==> src/usb_ep_pkg.sv <==
// Shared constants and types for the low-speed endpoint control block
package usb_ep_pkg;
  // Register addresses
  localparam logic [7:0] EP0_TX_CTRL_ADDR = 8'hEA;
  localparam logic [7:0] EP12_TX_CTRL_ADDR = 8'hEB;
  localparam logic [7:0] EP_ENABLE_CTRL_ADDR = 8'hEC;
  // Reset values
  localparam logic [7:0] EP0_TX_CTRL_RST = 8'h00;
  localparam logic [7:0] EP12_TX_CTRL_RST = 8'h00;
  localparam logic [7:0] EP_ENABLE_CTRL_RST = 8'h00;
  // Field positions, endpoint 0 transmit control
  localparam int EP0_TOGGLE_BIT = 7;
  localparam int EP0_STALL_BIT = 6;
  localparam int EP0_TXE_BIT = 5;
  localparam int EP0_RXE_BIT = 4;
  // Field positions, endpoint 1/2 transmit control
  localparam int EP12_TOGGLE_BIT = 7;
  localparam int EP12_TARGET_BIT = 6;
  localparam int EP12_TXE_BIT = 5;
  localparam int WAKEUP_BIT = 4;
  // Count field, bits 3 to 0
  localparam int COUNT_MSB = 3;
  localparam int COUNT_LSB = 0;
  // Field positions, endpoint enable control
  localparam int AUTO_STATUS_BIT = 4;
  localparam int EP2_EN_BIT = 3;
  localparam int EP1_EN_BIT = 2;
  localparam int EP2_STALL_BIT = 1;
  localparam int EP1_STALL_BIT = 0;
  localparam logic [7:0] EP_ENABLE_WMASK = 8'h1F;
  // Endpoint numbers
  localparam logic [3:0] EP_ZERO = 4'h0;
  localparam logic [3:0] EP_ONE = 4'h1;
  localparam logic [3:0] EP_TWO = 4'h2;

  // Token kinds from the packet engine
  typedef enum logic [1:0] {
    TOK_IN = 2'h0,
    TOK_OUT = 2'h1,
    TOK_SETUP = 2'h2
  } tok_kind_t;

  // Answer kinds toward the packet engine
  typedef enum logic [2:0] {
    ANS_NONE = 3'h0,
    ANS_DATA = 3'h1,
    ANS_ACK = 3'h2,
    ANS_NAK = 3'h3,
    ANS_STALL = 3'h4
  } ans_kind_t;

  typedef struct packed {
    logic valid;
    tok_kind_t kind;
    logic [3:0] ep;
  } token_t;

  typedef struct packed {
    logic valid;
    ans_kind_t kind;
    logic data1;
    logic [3:0] count;
    logic [3:0] ep;
  } answer_t;
endpackage

==> src/usb_lowspeed_endpoint_control.sv <==
// Endpoint answer decision, control registers and forced wake-up drive
`timescale 1ns/10ps
module usb_lowspeed_endpoint_control
  import usb_ep_pkg::*;
(
  input wire logic ref_clk,
  input wire logic rst_n,
  input wire logic clk_en,
  // Special function register port
  input wire logic [7:0] sfr_addr,
  input wire logic sfr_wr,
  input wire logic [7:0] sfr_wdata,
  output logic [7:0] sfr_rdata,
  // Token from packet engine and answer back
  input wire token_t token,
  output answer_t answer,
  // Handshake events from packet engine
  input wire logic ep0_in_acked,
  input wire logic ep12_in_acked,
  input wire logic ep0_out_taken,
  // Flag clears from firmware
  input wire logic ep0_tx_done_clr,
  input wire logic ep0_rx_done_clr,
  input wire logic ep12_tx_done_clr,
  input wire logic wakeup_seen_clr,
  // Bus state
  input wire logic suspended,
  input wire logic bus_activity_pin,
  output logic bus_dp_o,
  output logic bus_dm_o,
  output logic bus_oe,
  // Flags and shared buffer target
  output logic ep0_tx_done_flag,
  output logic ep0_rx_done_flag,
  output logic ep12_tx_done_flag,
  output logic wakeup_seen_flag,
  output logic shared_buf_target
);

  logic [7:0] ep0_ctrl_ff;
  logic [7:0] ep12_ctrl_ff;
  logic [7:0] ep_en_ctrl_ff;
  logic ep0_txd_ff;
  logic ep0_rxd_ff;
  logic ep12_txd_ff;
  logic wake_seen_ff;
  logic act_sync1_ff;
  logic act_sync2_ff;
  logic k_drive_ff;
  logic [1:0] k_trail_ff;
  answer_t answer_ff;
  answer_t nxt_answer;
  logic setup_ep0;

  // Named fields
  logic ep0_toggle_sel;
  logic ep0_force_stall;
  logic ep0_tx_enable;
  logic ep0_rx_enable;
  logic [3:0] ep0_tx_count;
  logic ep12_toggle_sel;
  logic ep12_tx_enable;
  logic force_wakeup;
  logic [3:0] ep12_tx_count;
  logic auto_status_out;
  logic ep_two_enable;
  logic ep_one_enable;
  logic ep_two_force_stall;
  logic ep_one_force_stall;

  assign ep0_toggle_sel = ep0_ctrl_ff[EP0_TOGGLE_BIT];
  assign ep0_force_stall = ep0_ctrl_ff[EP0_STALL_BIT];
  assign ep0_tx_enable = ep0_ctrl_ff[EP0_TXE_BIT];
  assign ep0_rx_enable = ep0_ctrl_ff[EP0_RXE_BIT];
  assign ep0_tx_count = ep0_ctrl_ff[COUNT_MSB:COUNT_LSB];
  assign ep12_toggle_sel = ep12_ctrl_ff[EP12_TOGGLE_BIT];
  assign shared_buf_target = ep12_ctrl_ff[EP12_TARGET_BIT];
  assign ep12_tx_enable = ep12_ctrl_ff[EP12_TXE_BIT];
  assign force_wakeup = ep12_ctrl_ff[WAKEUP_BIT];
  assign ep12_tx_count = ep12_ctrl_ff[COUNT_MSB:COUNT_LSB];
  assign auto_status_out = ep_en_ctrl_ff[AUTO_STATUS_BIT];
  assign ep_two_enable = ep_en_ctrl_ff[EP2_EN_BIT];
  assign ep_one_enable = ep_en_ctrl_ff[EP1_EN_BIT];
  assign ep_two_force_stall = ep_en_ctrl_ff[EP2_STALL_BIT];
  assign ep_one_force_stall = ep_en_ctrl_ff[EP1_STALL_BIT];

  assign setup_ep0 = token.valid && (token.kind == TOK_SETUP) && (token.ep == EP_ZERO);

  // Endpoint 0 control register; SETUP clear beats a same-cycle write
  always_ff @(posedge ref_clk or negedge rst_n)
  begin
    if (!rst_n)
      ep0_ctrl_ff <= EP0_TX_CTRL_RST;
    else if (clk_en)
    begin
      if (sfr_wr && sfr_addr == EP0_TX_CTRL_ADDR)
        ep0_ctrl_ff <= sfr_wdata;
      if (setup_ep0)
        ep0_ctrl_ff[EP0_STALL_BIT] <= 1'b0;
    end
  end

  // Endpoint 1/2 control register
  always_ff @(posedge ref_clk or negedge rst_n)
  begin
    if (!rst_n)
      ep12_ctrl_ff <= EP12_TX_CTRL_RST;
    else if (clk_en && sfr_wr && sfr_addr == EP12_TX_CTRL_ADDR)
      ep12_ctrl_ff <= sfr_wdata;
  end

  // Endpoint enable register; reserved bits stay zero
  always_ff @(posedge ref_clk or negedge rst_n)
  begin
    if (!rst_n)
      ep_en_ctrl_ff <= EP_ENABLE_CTRL_RST;
    else if (clk_en && sfr_wr && sfr_addr == EP_ENABLE_CTRL_ADDR)
      ep_en_ctrl_ff <= sfr_wdata & EP_ENABLE_WMASK;
  end

  // Read mux
  always_comb
  begin
    case (sfr_addr)
      EP0_TX_CTRL_ADDR: sfr_rdata = ep0_ctrl_ff;
      EP12_TX_CTRL_ADDR: sfr_rdata = ep12_ctrl_ff;
      EP_ENABLE_CTRL_ADDR: sfr_rdata = ep_en_ctrl_ff;
      default: sfr_rdata = 8'h00;
    endcase
  end

  // Done flags; hardware set wins over firmware clear
  always_ff @(posedge ref_clk or negedge rst_n)
  begin
    if (!rst_n)
    begin
      ep0_txd_ff <= 1'b0;
      ep0_rxd_ff <= 1'b0;
      ep12_txd_ff <= 1'b0;
    end
    else if (clk_en)
    begin
      ep0_txd_ff <= ep0_in_acked | (ep0_txd_ff & ~ep0_tx_done_clr);
      ep0_rxd_ff <= ep0_out_taken | (ep0_rxd_ff & ~ep0_rx_done_clr);
      ep12_txd_ff <= ep12_in_acked | (ep12_txd_ff & ~ep12_tx_done_clr);
    end
  end

  // Bus activity synchroniser
  always_ff @(posedge ref_clk or negedge rst_n)
  begin
    if (!rst_n)
    begin
      act_sync1_ff <= 1'b0;
      act_sync2_ff <= 1'b0;
    end
    else if (clk_en)
    begin
      act_sync1_ff <= bus_activity_pin;
      act_sync2_ff <= act_sync1_ff;
    end
  end

  // Wake-up seen flag, only from bus activity while suspended
  always_ff @(posedge ref_clk or negedge rst_n)
  begin
    if (!rst_n)
      wake_seen_ff <= 1'b0;
    else if (clk_en)
      wake_seen_ff <= (act_sync2_ff & suspended & ~k_drive_ff & ~(|k_trail_ff))
        | (wake_seen_ff & ~wakeup_seen_clr);
  end

  // Own K echo lags two synchroniser stages; keep it masked that long
  always_ff @(posedge ref_clk or negedge rst_n)
  begin
    if (!rst_n)
      k_trail_ff <= 2'h0;
    else if (clk_en)
      k_trail_ff <= {k_trail_ff[0], k_drive_ff};
  end

  // Forced K state drive: D+ high, D- low at low speed
  always_ff @(posedge ref_clk or negedge rst_n)
  begin
    if (!rst_n)
      k_drive_ff <= 1'b0;
    else if (clk_en)
      k_drive_ff <= force_wakeup;
  end

  assign bus_oe = k_drive_ff;
  assign bus_dp_o = k_drive_ff;
  assign bus_dm_o = 1'b0;

  // Answer decision for the token in this cycle
  always_comb
  begin
    nxt_answer = '0;
    nxt_answer.valid = token.valid;
    nxt_answer.ep = token.ep;
    nxt_answer.kind = ANS_NONE;
    if (token.valid)
    begin
      if (token.kind == TOK_SETUP)
        nxt_answer.kind = (token.ep == EP_ZERO) ? ANS_ACK : ANS_NONE;
      else if (token.ep == EP_ZERO)
      begin
        if (ep0_force_stall)
          nxt_answer.kind = ANS_STALL;
        else if (token.kind == TOK_IN)
        begin
          if (!ep0_tx_enable || ep0_txd_ff)
            nxt_answer.kind = ANS_NAK;
          else
          begin
            nxt_answer.kind = ANS_DATA;
            nxt_answer.data1 = ep0_toggle_sel;
            nxt_answer.count = ep0_tx_count;
          end
        end
        else if (auto_status_out)
          nxt_answer.kind = ANS_ACK;
        else if (!ep0_rx_enable || ep0_rxd_ff)
          nxt_answer.kind = ANS_NAK;
        else
          nxt_answer.kind = ANS_ACK;
      end
      else if (token.ep == EP_ONE || token.ep == EP_TWO)
      begin
        if ((token.ep == EP_ONE && !ep_one_enable) || (token.ep == EP_TWO && !ep_two_enable))
          nxt_answer.kind = ANS_NONE;
        else if ((token.ep == EP_ONE && ep_one_force_stall)
                 || (token.ep == EP_TWO && ep_two_force_stall))
          nxt_answer.kind = ANS_STALL;
        else if (token.kind != TOK_IN)
          nxt_answer.kind = ANS_STALL;
        else if (!ep12_tx_enable || ep12_txd_ff)
          nxt_answer.kind = ANS_NAK;
        else if (shared_buf_target != (token.ep == EP_TWO))
          nxt_answer.kind = ANS_NAK;
        else
        begin
          nxt_answer.kind = ANS_DATA;
          nxt_answer.data1 = ep12_toggle_sel;
          nxt_answer.count = ep12_tx_count;
        end
      end
    end
  end

  // Registered answer, one cycle after the token
  always_ff @(posedge ref_clk or negedge rst_n)
  begin
    if (!rst_n)
      answer_ff <= '0;
    else if (clk_en)
      answer_ff <= nxt_answer;
  end

  assign answer = answer_ff;
  assign ep0_tx_done_flag = ep0_txd_ff;
  assign ep0_rx_done_flag = ep0_rxd_ff;
  assign ep12_tx_done_flag = ep12_txd_ff;
  assign wakeup_seen_flag = wake_seen_ff;
endmodule

==> config.mk <==
export PLATFORM = sky130hd
export DESIGN_NAME = usb_lowspeed_endpoint_control
export DESIGN_NICKNAME = d
export VERILOG_FILES = /design/src/usb_ep_pkg.sv /design/src/usb_lowspeed_endpoint_control.sv
export SDC_FILE = /design/constraint.sdc
export NUM_CORES = 1
export LEC_CHECK = 0
export BUFFER_PORTS_ARGS = -buffer_cell sky130_fd_sc_hd__buf_2
export CORE_ASPECT_RATIO = 1.4
export CORE_UTILIZATION = 57
export CTS_BUF_LIST = sky130_fd_sc_hd__clkbuf_8
export DETAILED_ROUTE_END_ITERATION = 10
export GPL_TIMING_DRIVEN = 0
export HOLD_SLACK_MARGIN = 0.05
export PLACE_DENSITY = 0.87
export SYNTH_ARGS = -nofsm -noshare
export SYNTH_HDL_FRONTEND = slang
export SYNTH_SLANG_ARGS = --single-unit
==> constraint.sdc <==
create_clock -name ref_clk -period 4.2 [get_ports ref_clk]
set_input_delay 0.63 -clock ref_clk [delete_from_list [all_inputs] [get_ports ref_clk]]
set_output_delay 0.63 -clock ref_clk [all_outputs]
set_load 0.02 [all_outputs]
==> impl_results.md <==
- Layout cells sized above 1: 45.7%
- Final-report hold violation count: 0
- Die H: between 70 and 80 um
- Die width: 53.7 um
- Vias per inst: about 6
- Commonest non-fill, non-tap cells in the layout: buf_2 (64), dfrtp_1 (43), mux2_2 (21)
- Area leader, netlist: dfrtp_1
- Clock power share: about 37%
- Port Buf Inserts: 63
- Cell count after synthesis: 175
- Non-filler cells, final: roughly 290
- Relative max-transition margin: 37.8%
- CTS H-tree lvls: 2
- Syn Area/Cell: 12.2 um^2
- Post-CTS setup buffer count: 0
- Psw: around 0.21 mW
- Antenna-violating nets left: 0
- Largest net degree at the start of global routing: 44
- Die area: about 4000 um^2
- Final Cycle Share: around two thirds
- Sinks on Clock Net: 43
- Fin Setup TNS: 0 ns
- Clock latency on the worst-skew pair: 0.29 ns
- Fin. max-slew vios: 0
- Clk_skew: 0.00525 ns
- Via count: 1,725
- Largest family of logic cells by synthesized area: multiplexers
- Post-Syn Nets: 211
- Pint: 0.670 mW
- Most area-consuming cells after synthesis: dfrtp_1 (51%), mux2_2 (11%), mux2_4 (5.6%)
- Hold-fix buffers, CTS: 0
- Starting Density: 61.3%
- Most common cell after layout, fill and taps aside: buf_2
- Logic pwr share: 11.8%
- Final nets: 282
- Worst Path Arrival: 2.11 ns
- GRT Total Usage: 26.7%
- CP endpoint kind: output pin
- First DRT Iteration DRCs: 52
- Setup Crit Path Kind: in2out
- Longest Clk Path Bufs: 2
- Yosys top cell area share: between 50% and 60%
- Power Dens Cells: around 330 nW/um^2
- Antenna violations before repair: 0
- Root buf cell: clkbuf_8
- F_max: between 0.3 and 0.4 GHz
- # rows: 25
- GPL Wtd Cong: 0.908
- Synthesized area: 2130 um^2
- I/O pin count: 65
- DR WL/cell: 16.4 um
- Drt total wl: 4690 um
- Sw Share: 23.7%
- Layout overhead on the synthesized area: 23.2%
- First-pass iteration count of the detailed router: 5
- Peak VDD IR: 0.335 mV
- Startpoint types: primary input
- Tmin final: 2.74 ns
- Core Box Area: 3470 um^2
- Clock tree from TritonCTS: yes
- CP Max Fanout: 8
- Setup violators final: 0
- Synth Area in Simple Gates: 13.7%
- TritonCTS Buffers: 5
- XOR/XNOR Fraction of Synth Area: 0%
- Global-route wire length before repair: 7560 um
- Sequential share of the synthesized area: 50.5%
- Number of global-route vias before repair: 1,666
- Mux cell area share after synthesis: 18.2%
- Dpl cells: approximately 280
- Worst Hold Class: in2async
- Worst Tran Pin Value: 0.933 ns
- Seq pwr share: 50.9%
- Clock transition at the registers of the reported paths: ~0.07 ns
- Run status: finished, final reports clean
- Critical Path RT: 3.57 ns
- Post-DP HPWL: roughly 3500 um
- Leak Pwr: roughly 1.3 nW
- Synth Register Bits: 43
- DRC viols: 0
- Hold WS: 0.476 ns
- Synthesized-area fraction occupied by adder cells: 0%
- Post-CTS resize count: 0
- Synth warn: 0
- Synth Area in Compound Gates: 12.9%
- Global route overflow: 0
- # diodes: 0
- Max capacitance violation total: 0
- RSZ-0062 raised after global routing: false
- Synth unique cells: 43
[final timing paths]
| check | startpoint | end | slack (ns) | cells after the start |
|---|---|---|---|---|
| worst max-delay path | sfr_addr[4] | sfr_rdata[2] | 1.46 | 6 |
| worst min-delay path | rst_n | wakeup_seen_flag$_DFFE_PN0P_ | 0.48 | 1 |
| worst max register to register | ep12_ctrl_ff[6]$_DFFE_PN0P_ | answer[8]$_DFFE_PN0P_ | 2.53 | 4 |
| worst min register to register | wakeup_seen_flag$_DFFE_PN0P_ | wakeup_seen_flag$_DFFE_PN0P_ | 0.49 | 1 |
| max in group asynchronous | rst_n | answer[12]$_DFFE_PN0P_ | 3.14 | 1 |
| min in group ref_clk | wakeup_seen_flag$_DFFE_PN0P_ | wakeup_seen_flag$_DFFE_PN0P_ | 0.49 | 1 |
[Yosys cell counts, drive strengths merged]
| cell type | instances |
|---|---|
| a221oi | 1 |
| nand3 | 3 |
| a32o | 1 |
| conb | 1 |
| a22o | 6 |
| or2 | 1 |
| nand3b | 4 |
| inv | 15 |
| nor4b | 2 |
| or4b | 1 |
| and3b | 1 |
| or3b | 1 |
| or3 | 2 |
| nand4b | 1 |
| nor2 | 2 |
| nand2b | 3 |
| o2bb2ai | 3 |
| buf | 5 |
| a21boi | 1 |
| clkbuf | 1 |
| nor3 | 3 |
| a222oi | 5 |
| nand2 | 7 |
| nand4 | 1 |
| nor2b | 2 |
| mux2 | 29 |
| o21a | 1 |
| a21oi | 1 |
| mux2i | 3 |
| nor4 | 7 |
| a32oi | 4 |
| a211oi | 1 |
| or4 | 1 |
| o21ai | 8 |
| dfrtp | 43 |
| a31oi | 4 |
[power by group through the flow]
stage / clock network (mW) / registers [mW] / logic [mW]
CTS: 0.336 / 0.447 / 0.104
floorplan: 0 / 0.466 / 0.0403
detailed placement: 0 / 0.455 / 0.104
finish: 0.328 / 0.447 / 0.103
global route: 0.354 / 0.450 / 0.113
global placement: 0 / 0.454 / 0.101
[per-layer routing]
layer	GRT usage, %	wire length [um]
met4	13.2	97
met2	43.9	2440
met1	31.2	1860
met3	7.36	294
met5	0	0
[sequential cells by signal, summed over array words and instances, names as in the netlist, 2 cells and up]
signal         cells
answer            13
ep_en_ctrl_ff      5
ep0_ctrl_ff        8
k_trail_ff         2
ep12_ctrl_ff       8
[logic make-up after synthesis]
logic type,after synthesis
buffers and inverters,21
other,1
flip-flops,43
AND/OR/NAND/NOR,42
AO/OA/AOI/OAI,36
multiplexers,32
[final cells by class]
class | instances | area, um^2
plain buffers | 6 | 38.8
clock buffers | 6 | 82.6
clock inverters | 2 | 35.0
fillers | 256 | 848
inverters | 15 | 56.3
multi-input cells | 111 | 965
flip-flops and latches | 43 | 1080
well taps | 40 | 50.0
repair buffers | 64 | 320
[worst max-delay path, stage by stage]
cell,delay (ns)
buf_2,0.10
nand4b_4,0.18
nor4_2,0.70
a222oi_1,0.25
inv_1,0.08
buf_2,0.16
[metrics by stage]
stage | setup WS, ns | instance area (um^2) | utilization, % | power (mW)
6_report | 1.46 | 2620 | 75.6 | 0.879
5_1_grt | 1.28 | 2620 | 75.6 | 0.918
4_1_cts | 0.982 | 2610 | 75.2 | 0.886
3_5_place_dp | 0.986 | 2490 | 71.9 | 0.559
3_3_place_gp | 1.04 | 2490 | 71.9 | 0.555
2_1_floorplan | 1.65 | 2130 | - | 0.506
Power figures use the tool's default switching activity.
